### config.mk
export PLATFORM = sky130hd
export DESIGN_NAME = cecat_core
export DESIGN_NICKNAME = d
export VERILOG_FILES = /design/src/rtl/cecat_pkg.sv /design/src/rtl/cecat_alcap.sv /design/src/rtl/cecat_core.sv /design/src/rtl/cecat_sync2.sv
export VERILOG_INCLUDE_DIRS = /design/src /design/src/rtl
export SDC_FILE = /design/constraint.sdc
export NUM_CORES = 1
export LEC_CHECK = 0
export ABC_AREA = 1
export BUFFER_PORTS_ARGS = -buffer_cell sky130_fd_sc_hd__buf_2
export CELL_PAD_IN_SITES_DETAIL_PLACEMENT = 1
export CELL_PAD_IN_SITES_GLOBAL_PLACEMENT = 2
export CORE_MARGIN = 2
export CORE_UTILIZATION = 25
export CTS_BUF_LIST = sky130_fd_sc_hd__clkbuf_2 sky130_fd_sc_hd__clkbuf_4 sky130_fd_sc_hd__clkbuf_8
export DETAILED_ROUTE_END_ITERATION = 8
export GPL_ROUTABILITY_DRIVEN = 0
export GPL_TIMING_DRIVEN = 1
export PLACE_DENSITY = 0.71
export SETUP_SLACK_MARGIN = 0.1
export SLEW_MARGIN = 20
export SYNTH_ARGS = -nofsm -noshare
export SYNTH_HDL_FRONTEND = slang
export SYNTH_SLANG_ARGS = --single-unit
export TNS_END_PERCENT = 30
### constraint.sdc
create_clock -name pclk -period 2.4 [get_ports pclk]
set_input_delay 0.36 -clock pclk [delete_from_list [all_inputs] [get_ports pclk]]
set_output_delay 0.36 -clock pclk [all_outputs]
set_load 0.02 [all_outputs]
### src/rtl/cecat_regs.svh
// register offsets, field positions, reset values and thresholds of the error-count slice
`ifndef CECAT_REGS_SVH
`define CECAT_REGS_SVH
// printed offsets are register indices; byte address is four times the index
`define CECAT_IDX_RXERR 8'h19
`define CECAT_IDX_TXERR 8'h1a
`define CECAT_IDX_ALPOS 8'h1b
`define CECAT_IDX_NBT 8'h1c
`define CECAT_IDX_IRQ_STAT 8'h30
`define CECAT_IDX_IRQ_EN 8'h31
`define CECAT_IDX_IRQ_CLR 8'h32
`define CECAT_IDX_CTRL 8'h33
`define CECAT_NBT_SJW_MSB 31
`define CECAT_NBT_SJW_LSB 25
`define CECAT_NBT_SEG2_MSB 24
`define CECAT_NBT_SEG2_LSB 18
`define CECAT_NBT_SEG1_MSB 17
`define CECAT_NBT_SEG1_LSB 10
`define CECAT_NBT_BRP_MSB 9
`define CECAT_NBT_BRP_LSB 0
`define CECAT_NBT_RESET 32'h0000_0000
`define CECAT_CNT_RESET 9'h000
`define CECAT_ALPOS_RESET 6'h00
`define CECAT_TEC_BUSOFF_LOAD 9'h07f
`define CECAT_WARN_LIMIT 9'h060
`define CECAT_PASSIVE_LIMIT 9'h080
`define CECAT_BUSOFF_LIMIT 9'h100
`define CECAT_RECOVERY_BUSFREE 8'h80
`define CECAT_STAT_AL 0
`define CECAT_STAT_BUSOFF 1
`define CECAT_STAT_WARN 2
`define CECAT_STAT_REC 3
`endif

### src/rtl/cecat_pkg.sv
// types shared by the error-count and timing slice
package cecat_pkg;
  typedef struct packed {
    logic tx_ok;
    logic rx_ok;
    logic tx_err;
    logic tx_err_dom;
    logic rx_err;
    logic rx_err_dom;
    logic bus_free;
  } cecat_fc_ev_t;
  typedef struct packed {
    logic [6:0] sjw;
    logic [6:0] seg2;
    logic [7:0] seg1;
    logic [9:0] brp;
  } cecat_nbt_t;
  typedef struct packed {
    logic [6:0] sjw;
    logic [6:0] seg2;
    logic [7:0] seg1;
    logic [9:0] brp;
    logic active;
  } cecat_timing_t;
  typedef enum logic [2:0] {
    CECAT_ACTIVE = 3'b001,
    CECAT_PASSIVE = 3'b010,
    CECAT_BUSOFF = 3'b100
  } cecat_fc_state_t;
endpackage

### src/rtl/cecat_alcap.sv
// arbitration-lost position capture, held until the flag is acknowledged
`timescale 1ns/1ps
`include "cecat_regs.svh"
module cecat_alcap (
  input wire logic pclk,
  input wire logic presetn,
  input wire logic ce,
  input wire logic arb_lost,
  input wire logic [5:0] arb_pos,
  input wire logic flag_clr,
  output logic flag,
  output logic [5:0] pos
);
  wire take = arb_lost && !flag;
  always_ff @(posedge pclk or negedge presetn) begin
    if (!presetn) begin
      flag <= 1'b0;
      pos <= `CECAT_ALPOS_RESET;
    end else if (ce) begin
      // hold until acknowledged; a loss in the clear cycle wins
      if (arb_lost) begin
        flag <= 1'b1;
      end else if (flag_clr) begin
        flag <= 1'b0;
      end
      if (take) begin
        pos <= arb_pos;
      end
    end
  end
endmodule // cecat_alcap

### src/rtl/cecat_core.sv
// error counters, arbitration-lost capture and nominal timing register with APB access
`timescale 1ns/1ps
`include "cecat_regs.svh"
module cecat_core (
  input wire logic pclk,
  input wire logic presetn,
  input wire logic ce,
  input wire logic psel,
  input wire logic penable,
  input wire logic pwrite,
  input wire logic [9:0] paddr,
  input wire logic [31:0] pwdata,
  output logic [31:0] prdata,
  output logic pready,
  output logic pslverr,
  input wire cecat_pkg::cecat_fc_ev_t fc_ev,
  input wire logic arb_lost,
  input wire logic [5:0] arb_pos,
  input wire logic fd_frame,
  input wire logic extended_timing_select,
  output cecat_pkg::cecat_timing_t nom_timing,
  output logic bus_off_flag,
  output logic arbitration_lost_flag,
  output logic rx_warn,
  output logic tx_warn,
  output logic irq
);
  import cecat_pkg::*;

  // ----------------------------------------------------------------
  // register decode
  // ----------------------------------------------------------------
  function automatic logic hit(input logic [9:0] a, input logic [7:0] idx);
    hit = (a[9:2] == idx) && (a[1:0] == 2'b00);
  endfunction

  wire setup_ph = psel && !penable;
  wire acc_ph = psel && penable;
  wire wr_acc = acc_ph && pwrite && ce;
  wire hit_rx = hit(paddr, `CECAT_IDX_RXERR);
  wire hit_tx = hit(paddr, `CECAT_IDX_TXERR);
  wire hit_al = hit(paddr, `CECAT_IDX_ALPOS);
  wire hit_nbt = hit(paddr, `CECAT_IDX_NBT);
  wire hit_st = hit(paddr, `CECAT_IDX_IRQ_STAT);
  wire hit_en = hit(paddr, `CECAT_IDX_IRQ_EN);
  wire hit_clr = hit(paddr, `CECAT_IDX_IRQ_CLR);
  wire hit_ctl = hit(paddr, `CECAT_IDX_CTRL);
  wire mapped = hit_rx | hit_tx | hit_al | hit_nbt | hit_st | hit_en | hit_clr | hit_ctl;
  wire ro_wr = hit_rx | hit_tx | hit_al | hit_st;

  // ----------------------------------------------------------------
  // state
  // ----------------------------------------------------------------
  logic [8:0] rec_r;
  logic [8:0] rec_nxt;
  logic [8:0] tec_r;
  logic [8:0] tec_nxt;
  logic [7:0] busfree_r;
  logic [7:0] busfree_nxt;
  cecat_fc_state_t fc_r;
  cecat_fc_state_t fc_nxt;
  cecat_nbt_t nbt_r;
  logic [3:0] irq_en_r;
  logic [3:0] irq_st_r;
  logic recover_req_r;
  logic al_flag;
  logic [5:0] al_pos;
  logic ext_sync;
  cecat_fc_ev_t ev;

  // extended-bit-time select is a pin-side level, passed through a two-flop synchroniser onto this clock
  assign ev = fc_ev;

  cecat_sync2 #(.W(1)) u_ext_sync (
    .pclk(pclk),
    .presetn(presetn),
    .d(extended_timing_select),
    .q(ext_sync)
  );

  wire al_clr = wr_acc && hit_clr && pwdata[`CECAT_STAT_AL];
  cecat_alcap u_alcap (
    .pclk(pclk),
    .presetn(presetn),
    .ce(ce),
    .arb_lost(arb_lost),
    .arb_pos(arb_pos),
    .flag_clr(al_clr),
    .flag(al_flag),
    .pos(al_pos)
  );

  // ----------------------------------------------------------------
  // fault confinement
  // ----------------------------------------------------------------
  function automatic logic [8:0] sat_add(input logic [8:0] v, input logic [3:0] n);
    logic [9:0] s;
    s = {1'b0, v} + {6'h00, n};
    sat_add = s[9] ? 9'h1ff : s[8:0];
  endfunction
  function automatic logic [8:0] dec1(input logic [8:0] v);
    dec1 = (v == 9'h000) ? 9'h000 : v - 9'h001;
  endfunction

  wire in_busoff = (fc_r == CECAT_BUSOFF);
  // an error while sending the error flag costs the transmitter the same +8
  wire tec_step = ev.tx_err | ev.tx_err_dom;

  always_comb begin
    rec_nxt = rec_r;
    tec_nxt = tec_r;
    busfree_nxt = busfree_r;
    fc_nxt = fc_r;
    case (fc_r)
      CECAT_ACTIVE, CECAT_PASSIVE: begin
        if (tec_step) begin
          tec_nxt = sat_add(tec_r, 4'h8);
        end else if (ev.tx_ok) begin
          tec_nxt = dec1(tec_r);
        end
        // receive error +1, dominant +8, success -1, or back to 119 from above 127
        if (ev.rx_err) begin
          rec_nxt = sat_add(rec_r, ev.rx_err_dom ? 4'h8 : 4'h1);
        end else if (ev.rx_ok) begin
          rec_nxt = (rec_r > 9'h07f) ? 9'h077 : dec1(rec_r);
        end
        if (tec_nxt >= `CECAT_BUSOFF_LIMIT) begin
          rec_nxt = `CECAT_CNT_RESET;
          tec_nxt = `CECAT_TEC_BUSOFF_LOAD;
          busfree_nxt = 8'h00;
          fc_nxt = CECAT_BUSOFF;
        end else if (tec_nxt >= `CECAT_PASSIVE_LIMIT || rec_nxt >= `CECAT_PASSIVE_LIMIT) begin
          fc_nxt = CECAT_PASSIVE;
        end else begin
          fc_nxt = CECAT_ACTIVE;
        end
      end
      CECAT_BUSOFF: begin
        if (recover_req_r && ev.bus_free) begin
          tec_nxt = dec1(tec_r);
          busfree_nxt = busfree_r + 8'h01;
          if (busfree_r == `CECAT_RECOVERY_BUSFREE - 8'h01) begin
            tec_nxt = `CECAT_CNT_RESET;
            rec_nxt = `CECAT_CNT_RESET;
            fc_nxt = CECAT_ACTIVE;
          end
        end
      end
      default: begin
        fc_nxt = CECAT_ACTIVE;
      end
    endcase
  end

  always_ff @(posedge pclk or negedge presetn) begin
    if (!presetn) begin
      rec_r <= `CECAT_CNT_RESET;
      tec_r <= `CECAT_CNT_RESET;
      busfree_r <= 8'h00;
      fc_r <= CECAT_ACTIVE;
    end else if (ce) begin
      rec_r <= rec_nxt;
      tec_r <= tec_nxt;
      busfree_r <= busfree_nxt;
      fc_r <= fc_nxt;
    end
  end

  // ----------------------------------------------------------------
  // software registers
  // ----------------------------------------------------------------
  wire [3:0] ev_set = {fc_r == CECAT_BUSOFF && fc_nxt == CECAT_ACTIVE,
                       (rx_warn | tx_warn), fc_nxt == CECAT_BUSOFF && !in_busoff, arb_lost && !al_flag};
  wire [3:0] st_clr = (wr_acc && hit_clr) ? pwdata[3:0] : 4'h0;

  always_ff @(posedge pclk or negedge presetn) begin
    if (!presetn) begin
      nbt_r <= `CECAT_NBT_RESET;
      irq_en_r <= 4'h0;
      irq_st_r <= 4'h0;
      recover_req_r <= 1'b0;
    end else if (ce) begin
      if (wr_acc && hit_nbt) begin
        nbt_r <= pwdata;
      end
      if (wr_acc && hit_en) begin
        irq_en_r <= pwdata[3:0];
      end
      // recovery only starts once software asks, as the protocol expects
      if (wr_acc && hit_ctl) begin
        recover_req_r <= pwdata[0];
      end else if (fc_r == CECAT_BUSOFF && fc_nxt == CECAT_ACTIVE) begin
        recover_req_r <= 1'b0;
      end
      // set wins over clear
      irq_st_r <= (irq_st_r & ~st_clr) | ev_set;
    end
  end

  // ----------------------------------------------------------------
  // read mux and outputs
  // ----------------------------------------------------------------
  logic [31:0] rd_mux;
  always_comb begin
    rd_mux = 32'h0000_0000;
    // live low byte of 9-bit counter
    if (hit_tx) rd_mux = {24'h000000, tec_r[7:0]};
    if (hit_rx) rd_mux = {24'h000000, rec_r[7:0]};
    if (hit_al) rd_mux = {26'h0000000, al_pos};
    if (hit_nbt) rd_mux = nbt_r;
    if (hit_st) rd_mux = {28'h0000000, irq_st_r};
    if (hit_en) rd_mux = {28'h0000000, irq_en_r};
    if (hit_ctl) rd_mux = {31'h00000000, recover_req_r};
  end

  always_ff @(posedge pclk or negedge presetn) begin
    if (!presetn) begin
      prdata <= 32'h0000_0000;
      pready <= 1'b0;
      pslverr <= 1'b0;
      nom_timing <= '0;
      bus_off_flag <= 1'b0;
      arbitration_lost_flag <= 1'b0;
      rx_warn <= 1'b0;
      tx_warn <= 1'b0;
      irq <= 1'b0;
    end else if (ce) begin
      // no wait state: answer registered from the setup cycle
      pready <= setup_ph;
      pslverr <= setup_ph && (!mapped || (pwrite && ro_wr));
      prdata <= (setup_ph && !pwrite) ? rd_mux : 32'h0000_0000;
      // fields active only in FD frames with extended timing
      nom_timing <= {nbt_r, fd_frame && ext_sync};
      bus_off_flag <= (fc_nxt == CECAT_BUSOFF);
      arbitration_lost_flag <= al_flag;
      rx_warn <= rec_nxt >= `CECAT_WARN_LIMIT;
      tx_warn <= tec_nxt >= `CECAT_WARN_LIMIT;
      irq <= |(((irq_st_r & ~st_clr) | ev_set) & irq_en_r);
    end
  end
endmodule // cecat_core

### src/rtl/cecat_sync2.sv
// two-flop synchroniser for pin-side levels
`timescale 1ns/1ps
module cecat_sync2 #(
  parameter int W = 1
) (
  input wire logic pclk,
  input wire logic presetn,
  input wire logic [W-1:0] d,
  output logic [W-1:0] q
);
  logic [W-1:0] meta_r;
  always_ff @(posedge pclk or negedge presetn) begin
    if (!presetn) begin
      meta_r <= '0;
      q <= '0;
    end else begin
      meta_r <= d;
      q <= meta_r;
    end
  end
endmodule // cecat_sync2

==> impl_metrics.csv, run 1 <==
group,metric,value,unit
status,status,"completed",
die,rows,64,
yosys,yosys.area_share.xor_xnor,1.57,%
sta,finalCritPeriodShare,89.6,%
cts,cts.sinks,151,
pwr,p_clk_share,26.7,%
yosys,yosysTopAreaCellShare,48.2,%
sta,setup_viol,0,
critical_path,cp.required,2.77,ns
detailed_routing,drt_wl_total,27.2,mm
cts,cts_buffers,17,
yosys,netlist_area,7790,sq um
detailed_routing,drt_pass1_iterations,4,
pwr,seqPwrFrac,38.5,%
place,placed_area,9130,sq um
cells_and_area,fin_area,9600,sq um
yosys,yosysSeqAreaShare,48.5,%
cells_and_area,layout_common_cells,"nand2_1 (351), dfrtp_1 (148), buf_2 (134)",
cts,cts_root_buf,"clkbuf_8",
detailed_routing,drc_errors,0,
yosys,synthSimpleGateAreaFrac,28.2,%
yosys,muxShareOfSynthArea,0.867,%
detailed_routing,routedWlPerCell,17.5,um
yosys,ys_warn_count,0,
yosys,synth_edf_count,0,
yosys,syn_nets,1059,
pwr,leakage,5.06,nW
global_routing,grt-ovfl-total,0,
yosys,yosys.area.top_type,"dfrtp_1",
pwr,internal_power,4.77,mW
detailed_routing,drt_iter0_markers,364,
min_path,hold_path_depth,3,
global_routing,grt_pass1_wl,43.6,mm
pwr,irDropWorstVdd,333,uV
yosys,synth-seq-cells,151,
cts,postCtsSetupRepairBufs,0,
sta,rsz0062_at_grt,"yes",
sta,max_freq,465,MHz
cells_and_area,final_common_cell,"nand2_1",
yosys,synth_ff_type,"dfrtp_1",
detailed_routing,num_vias,7375,
sta,setup_tns,0,ns
critical_path,crit_path_max_fanout,8,
yosys,synth_cells,984,
die,dieArea,32600,sq um
run,drv_cap,0,
global_routing,grt_max_degree,77,
cells_and_area,drive_above_1_share,20.5,%
die,die_h,181,um
sta,final_hold_viol_count,0,
die,io_pins,136,
global_routing,grt.total_usage,16.9,%
pwr,net-switching-power,3.22,mW
cells_and_area,area_growth,23.2,%
sta,period_needed,2.15,ns
place,hpwl,20.0,mm
yosys,synth_fa_ha_area_share,1.77,%
yosys,synth_area_leaders,"dfrtp_1 (48%), nand2_1 (17%), o21ai_0 (4.8%)",
critical_path,ff2ff_path_depth,14,
cts,htreeDepth,4,
place,place.port_buffers,135,
global_routing,antenna_found_initial,6,
sta,worst_slew_pin_slew,0.834,ns
yosys,ys_async_sr_fraction,100,%
yosys,ys_types,45,
die,start_util,25.4,%
critical_path,cp.arrival,2.52,ns
sta,relSlewSlack,44.3,%
die,die_x,181,um
detailed_routing,routed_via_density,4.75,
detailed_routing,ant_nets,0,
cells_and_area,finalNetCount,1215,
cts,insertion_delay,0.46,ns
yosys,synth_top_family_by_area,"simple AND/OR/NAND/NOR gates",
critical_path,cp-start-kind,"register",
min_path,hold_class,"in -> reg",
cts,cts_buffer_depth,2,
pwr,power_density,832,nW/um^2
pwr,p_comb_share,34.8,%
sta,fin_worst_skew,0.0222,ns
yosys,synth_compound_area_share,13.1,%
cts,cts_tree,"built",
sta,slew_violations,0,
cts,clk_pin_slew,0.10,ns
die,core-area,30700,sq um
critical_path,critical_path.endpoint_type,"register",
pwr,p_sw_share,40.2,%
yosys,postSynthAreaPerCell,7.92,sq um
critical_path,worstSetupPathType,"reg -> reg",
global_routing,grt_pass1_vias,7558,
pwr,power,7.99,mW
## per-stage QoR
step,instances,hold WS (ns),worst slack (ns),utilization (%)
2_1_floorplan,984,0.0644,0.491,-
3_3_place_gp,1515,0.333,0.120,29.8
3_5_place_dp,1515,0.337,0.102,29.8
4_1_cts,1549,0.0532,0.120,31.2
5_1_grt,1550,0.0709,0.00565,31.3
6_report,1554,0.0970,0.249,31.3
## cell usage after synthesis (2+ instances only)
library cell	number
inv_2	3
o22ai_1	12
nand3b_1	3
a21oi_1	21
buf_2	11
o21ai_0	75
o21bai_1	2
nand3_2	2
o211ai_1	7
nor4_1	2
dfrtp_1	150
nand4_1	18
or2_0	2
nor2_1	68
xor2_1	13
inv_1	71
clkinv_1	2
buf_6	2
a32o_1	25
nor3_1	7
a31oi_1	5
or2_2	3
o31ai_1	4
clkbuf_1	18
mux2_2	6
nand3_1	61
nor2_4	3
a22oi_1	2
buf_1	7
nand2_2	2
ha_1	11
a22o_1	2
nand2_1	352
## flip-flops by register name (all words and copies together) (netlist names), 3 cells and up
register     flops
prdata          32
tec_r            9
nom_timing      33
u_alcap.pos      6
irq_st_r         4
rec_r            9
fc_r             3
nbt_r           32
busfree_r        8
irq_en_r         4
## critical path, cell delays in order (launching register included)
cell and delay [ns]:
dfrtp_2 0.48, inv_1 0.11, ha_1 0.16, inv_1 0.05, nor2_1 0.21, nand3_1 0.16
nand2_1 0.09, nand2_1 0.05, nor2_1 0.13, nand2_1 0.08, nand2_1 0.09, nand2_1 0.06
o21bai_1 0.21, nor2_1 0.06, a21oi_1 0.15
## path summary, 6_finish.rpt
path / start / to / slack, ns
setup / recovery: tec_r[4] / tx_warn / 0.25
hold / removal: pwdata[11] / nbt_r[11] / 0.1
setup reg to reg: tec_r[4] / tx_warn / 0.25
hold reg to reg: u_ext_sync.meta_r / u_ext_sync.q / 0.36
max in group asynchronous: presetn / tec_r[1] / 1.31
min in group asynchronous: presetn / nbt_r[20] / 0.40
## power by group through the flow
stage               sequential (mW)  combinational (mW)  clock, mW
global placement               3.13                2.74          0
floorplan                      3.02                1.75          0
global route                   3.12                3.17       2.32
CTS                            3.08                2.79       2.22
detailed placement             3.13                2.77          0
finish                         3.08                2.78       2.13
## timing repair
item                                   4_1_cts  5_1_grt
endpoints found under the hold margin       46        0
setup endpoints to repair                    0       28
resized for setup                            0        6
hold buffers                                 2        0
## area by class of cell
type,count,area [sq um]
multi-input combinational,718,3560
inverter,76,285
tap,396,495
fill,3754,21100
clock inverter,14,180
clock buffer,18,241
antenna,5,12.5
timing repair buffer,176,1040
sequential,151,3780
## routing by layer
metal	routed length (um)	share of wire (%)	global-route usage, %	up-vias
li1	-	-	-	3577
met1	12800	47	22.6	3596
met2	12300	45	27.0	173
met3	1750	6.4	5.13	25
met4	297	1.1	3.84	4
met5	25	0.092	0	-
## kinds of logic (layout without fill, tap and decap cells)
group | Yosys count | in the layout
other | 0 | 5
DFF | 151 | 151
AOI/OAI and AO/OA | 162 | 162
adders and majority gates | 11 | 11
muxes | 6 | 6
buffers and inverters | 115 | 284
xor gates and xnor gates | 14 | 14
and+or+nand+nor | 525 | 525
No activity file was read; power rests on OpenSTA's default activity.
==> inputs of run 2 (changes only) <==
Settings changed: PLACE_DENSITY 0.71 to 0.74, SLEW_MARGIN 20 to not set.
==> impl_metrics.csv, run 2 (same netlist as run 1, synthesis figures left out) <==
group,metric,value,unit
sta,relSlewSlack,65.8,%
cells_and_area,top_regs,"nom_timing: 33 flops, nbt_r: 32 flops, prdata: 32 flops",
cts,cts_buffer_depth,2,
sta,setup_viol,0,
sta,fin_worst_skew,0.0148,ns
global_routing,grt-ovfl-total,0,
sta,setup_tns,0,ns
pwr,leakage,5.09,nW
sta,slew_violations,0,
critical_path,cp.arrival,2.54,ns
place,place.port_buffers,135,
critical_path,r2r_end,"fc_r[0]",
die,core-area,30700,sq um
cts,insertion_delay,0.46,ns
sta,worst_slew_pin_slew,0.513,ns
cells_and_area,largest_register_ffs,33,
cts,cts_buffers,17,
critical_path,crit_path_max_fanout,6,
cts,htreeDepth,4,
sta,rsz0062_at_grt,"yes",
cts,clk_pin_slew,0.09,ns
critical_path,cp-start-kind,"register",
global_routing,grt_pass1_vias,7792,
global_routing,grt_max_degree,55,
die,io_pins,136,
cts,cts_tree,"built",
critical_path,critical_path.endpoint_type,"register",
detailed_routing,num_vias,7387,
sta,finalCritPeriodShare,89.4,%
critical_path,r2r_start,"rec_r[3]",
sta,hold-worst-slack,0.0988,ns
status,status,"completed",
critical_path,ff2ff_path_depth,13,
detailed_routing,routedWlPerCell,17.2,um
detailed_routing,drc_errors,0,
die,rows,64,
detailed_routing,drt_wl_total,26.7,mm
cts,cts.sinks,151,
place,hpwl,20.1,mm
die,start_util,25.4,%
die,die_x,181,um
die,dieArea,32600,sq um
pwr,power_density,842,nW/um^2
cells_and_area,finalNetCount,1218,
sta,setup_ws,0.255,ns
die,die_h,181,um
critical_path,cp-startpoint,"rec_r[3]",
global_routing,grt.total_usage,17.0,%
global_routing,antenna_found_initial,7,
cts,cts_root_buf,"clkbuf_8",
detailed_routing,routed_via_density,4.75,
sta,final_hold_viol_count,0,
detailed_routing,drt_iter0_markers,391,
min_path,hold_path_depth,3,
detailed_routing,drt_pass1_iterations,4,
cells_and_area,largest-register,"nom_timing",
pwr,irDropWorstVdd,416,uV
cells_and_area,layout_common_cells,"nand2_1 (350), dfrtp_1 (148), buf_2 (134)",
cells_and_area,final_common_cell,"nand2_1",
critical_path,reg2reg_slack,0.25,ns
global_routing,grt_pass1_wl,43.9,mm
min_path,holdPathEnd,"nbt_r[12]",
detailed_routing,ant_nets,0,
cells_and_area,area_growth,24.2,%
sta,max_freq,466,MHz
critical_path,worstSetupPathType,"reg -> reg",
place,dp_slack,0.109,ns
critical_path,cp.required,2.80,ns
cells_and_area,drive_above_1_share,21.2,%
run,drv_cap,0,
min_path,worstHoldStart,"pwdata[12]",
sta,period_needed,2.15,ns
min_path,hold_class,"in -> reg",
[run 2: metrics by stage]
step | util, % | power [mW] | std cells | area (sq um)
finish | 31.5 | 8.15 | 1555 | 9680
global route | 31.5 | 8.75 | 1553 | 9670
CTS | 31.4 | 8.20 | 1550 | 9630
detailed placement | 29.8 | 5.90 | 1516 | 9150
global placement | 29.8 | 5.87 | 1516 | 9150
floorplan | - | 4.77 | 984 | 7790
[run 2: where the power goes]
group,total (mW),internal [mW],switching [mW]
Clock,2.24,1.23,1.01
Sequential,3.08,2.78,0.291
Combinational,2.84,1.04,1.80
[run 2: routing by layer]
layer	up-vias	share of wire, %	global-route usage (%)
li1	3583	-	-
met1	3618	45	22.2
met2	152	46	27.0
met3	26	7.7	5.62
met4	8	1.1	4.00
met5	-	0.16	0
[run 2: timing repair]
action / in CTS / in global routing
hold buffers: 2 / 0
endpoints found under the setup margin: 2 / 21
cloned: 0 / 0
endpoints found under the hold margin: 49 / 0
gates resized for setup: 1 / 13
setup buffers: 0 / 2
[run 2: layout make-up]
type,instances,area [sq um]
fillers,3754,21000
flip-flops and latches,151,3780
multi-input cells,718,3570
repair buffers,179,1080
well taps,396,495
inverters,76,285
clock buffers,21,283
clock inverters,11,170
diodes,3,7.51
[run 2: how the worst max path moves through the flow]
stage,to,depth (start not counted),slack (ns)
after floorplan,tec_r[3],13,0.49
after global placement,busfree_r[0],13,0.19
after detailed placement,busfree_r[0],13,0.11
after CTS,fc_r[2],13,0.16
after global routing,tx_warn,13,0.1
final,fc_r[0],13,0.25
[run 2: critical path, stage by stage (launching register included)]
cell and delay [ns]:
dfrtp_1 0.50, ha_1 0.38, nand3_1 0.09, nand2_1 0.15
nand2_1 0.09, xor2_1 0.13, nand2_1 0.09, nand2_1 0.13
nand2_1 0.07, inv_1 0.09, nand3_1 0.15, nand2_1 0.10
nand2_1 0.05, nand2_1 0.07
==> inputs of run 3 (changes only) <==
Settings changed: CTS_BUF_LIST sky130_fd_sc_hd__clkbuf_2 sky130_fd_sc_hd__clkbuf_4 sky130_fd_sc_hd__clkbuf_8 to not set.
==> impl_metrics.csv, run 3 (same netlist as run 1, synthesis figures left out) <==
group,metric,value,unit
critical_path,worstSetupPathType,"reg -> reg",
cts,clk_pin_slew,0.06,ns
sta,worst_slew_pin_slew,0.515,ns
cells_and_area,nFillCells,3738,
cts,htreeDepth,4,
global_routing,grt_max_degree,55,
pwr,net-switching-power,3.19,mW
detailed_routing,drt_iter0_markers,391,
sta,slew_violations,0,
place,place_inst,1516,
pwr,p_sw_share,36.1,%
pwr,seqPwrFrac,34.8,%
sta,period_needed,2.15,ns
cells_and_area,finalNonFillerCells,1554,
pwr,power_density,898,nW/um^2
detailed_routing,num_vias,7378,
sta,setup_viol,0,
critical_path,crit_path_max_incr_delay,0.49,ns
place,placed_area,9150,sq um
detailed_routing,met1_length,12.3,mm
sta,fin_worst_skew,0.0108,ns
detailed_routing,drc_errors,0,
die,start_util,25.4,%
detailed_routing,dr.max_layer_used,"met5",
critical_path,crit_chain,"ha_1 > nand3_1 > nand2_1 > nand2_1 > xor2_1 > nand2_1 > nand2_1 > nand2_1 > inv_1 > nand3_1 > nand2_1 > nand2_1 > nand2_1",
die,io_pins,136,
pwr,leakage,5.17,nW
min_path,hold_class,"in -> reg",
cells_and_area,largest_register_ffs,33,
global_routing,antenna_found_initial,7,
detailed_routing,routedWlPerCell,17.3,um
detailed_routing,drt_wl_total,26.8,mm
place,place.port_buffers,135,
critical_path,crit_path_max_fanout,6,
die,dieArea,32600,sq um
critical_path,cp_common_cell,"nand2_1",
die,die_x,181,um
sta,rsz0062_at_grt,"no",
critical_path,critical_path.endpoint_type,"register",
detailed_routing,wl_met2,12.3,mm
pwr,irDropWorstVdd,310,uV
critical_path,cp-start-kind,"register",
global_routing,grt.total_usage,16.9,%
cts,cts.sinks,151,
status,status,"completed",
detailed_routing,drt_pass1_iterations,4,
global_routing,grt-ovfl-total,0,
detailed_routing,dr_wl_met3,1.81,mm
detailed_routing,ant_nets,0,
cells_and_area,top_regs,"nom_timing: 33 flops, nbt_r: 32 flops, prdata: 32 flops",
cells_and_area,drive_above_1_share,21.1,%
sta,finalCritPeriodShare,89.6,%
critical_path,cp.arrival,2.52,ns
cts,cts_tree,"built",
place,hpwl,20.1,mm
cells_and_area,largest-register,"nom_timing",
run,drv_cap,0,
pwr,p_comb_share,32.1,%
pwr,internal_power,5.65,mW
sta,max_freq,465,MHz
cells_and_area,fin_area,9850,sq um
global_routing,grt_pass1_wl,43.8,mm
cts,cts_buffer_depth,2,
cts,cts_buffers,17,
cells_and_area,final_common_cell,"nand2_1",
cts,cts_root_buf,"clkbuf_16",
detailed_routing,routed_via_density,4.75,
cells_and_area,finalNetCount,1217,
die,core-area,30700,sq um
cells_and_area,final_util,32.1,%
cells_and_area,layout_common_cells,"nand2_1 (349), dfrtp_1 (149), buf_2 (134)",
global_routing,grt_pass1_vias,7791,
sta,relSlewSlack,65.7,%
critical_path,crit_slowest_cell,"dfrtp_1",
cts,insertion_delay,0.43,ns
sta,setup_tns,0,ns
pwr,p_clk_share,33.1,%
die,rows,64,
sta,final_hold_viol_count,0,
die,die_h,181,um
critical_path,cp.required,2.77,ns
cells_and_area,area_growth,26.5,%
[run 3: cell count changes in the layout (fill, tap and decap cells not counted), sizes merged]
| cell | previous run | this run |
|---|---|---|
| dlygate4sd3 | 2 | 1 |
[run 3: stage by stage]
| stage | power (mW) | setup slack (ns) | hold slack [ns] |
|---|---|---|---|
| final | 8.85 | 0.250 | 0.0436 |
| after global routing | 9.44 | 0.120 | 0.0321 |
| after CTS | 8.90 | 0.169 | 0.0178 |
| after detailed placement | 5.90 | 0.109 | 0.338 |
| after floorplan | 4.77 | 0.491 | 0.0644 |
| after global placement | 5.87 | 0.188 | 0.336 |
[run 3: final cells by class]
| class | count | area [sq um] | area share, % |
|---|---|---|---|
| diodes | 3 | 7.51 | 0.0762 |
| clock buffers | 21 | 470 | 4.77 |
| clock inverters | 11 | 170 | 1.73 |
| inverters | 76 | 285 | 2.89 |
| multi-input cells | 718 | 3570 | 36.3 |
| flip-flops and latches | 151 | 3780 | 38.4 |
| well taps | 396 | 495 | 5.03 |
| repair buffers | 178 | 1070 | 10.9 |
[run 3: path summary, 6_finish.rpt]
path                                         from  slack, ns  cells past startpoint                end
max in group asynchronous                 presetn       1.24                      3            fc_r[0]
min in group asynchronous                 presetn       0.46                      2          nbt_r[20]
hold reg to reg                 u_ext_sync.meta_r       0.35                      0       u_ext_sync.q
setup reg to reg                         rec_r[3]       0.25                     13            fc_r[0]
hold / removal             extended_timing_select       0.04                      1  u_ext_sync.meta_r
setup / recovery                         rec_r[3]       0.25                     13            fc_r[0]
[run 3: power groups by stage]
| stage | clock network [mW] | logic [mW] | registers, mW |
|---|---|---|---|
| after floorplan | 0 | 1.75 | 3.02 |
| after global placement | 0 | 2.75 | 3.11 |
| after detailed placement | 0 | 2.78 | 3.12 |
| after CTS | 3.02 | 2.81 | 3.07 |
| after global routing | 3.11 | 3.21 | 3.12 |
| final | 2.93 | 2.84 | 3.08 |
[run 3: timing repair]
item,CTS,global route
cloned,0,0
setup endpoints to repair,2,20
endpoints found under the hold margin,48,0
hold buffers,1,0
gates resized for setup,1,13
setup buffers,0,2
[run 3: worst max-delay path, delay by kind of cell (launching register included)]
family	cells	cell delay, ns
simple gates	10	1.00
flops	1	0.49
fa+ha+maj	1	0.38
xor+xnor	1	0.13
buf+inv	1	0.09
[run 3: routing by layer]
layer | vias to the layer above | GRT usage (%)
li1 | 3581 | -
met1 | 3625 | 22.2
met2 | 135 | 27.1
met3 | 29 | 5.44
met4 | 8 | 4.10
met5 | - | 0
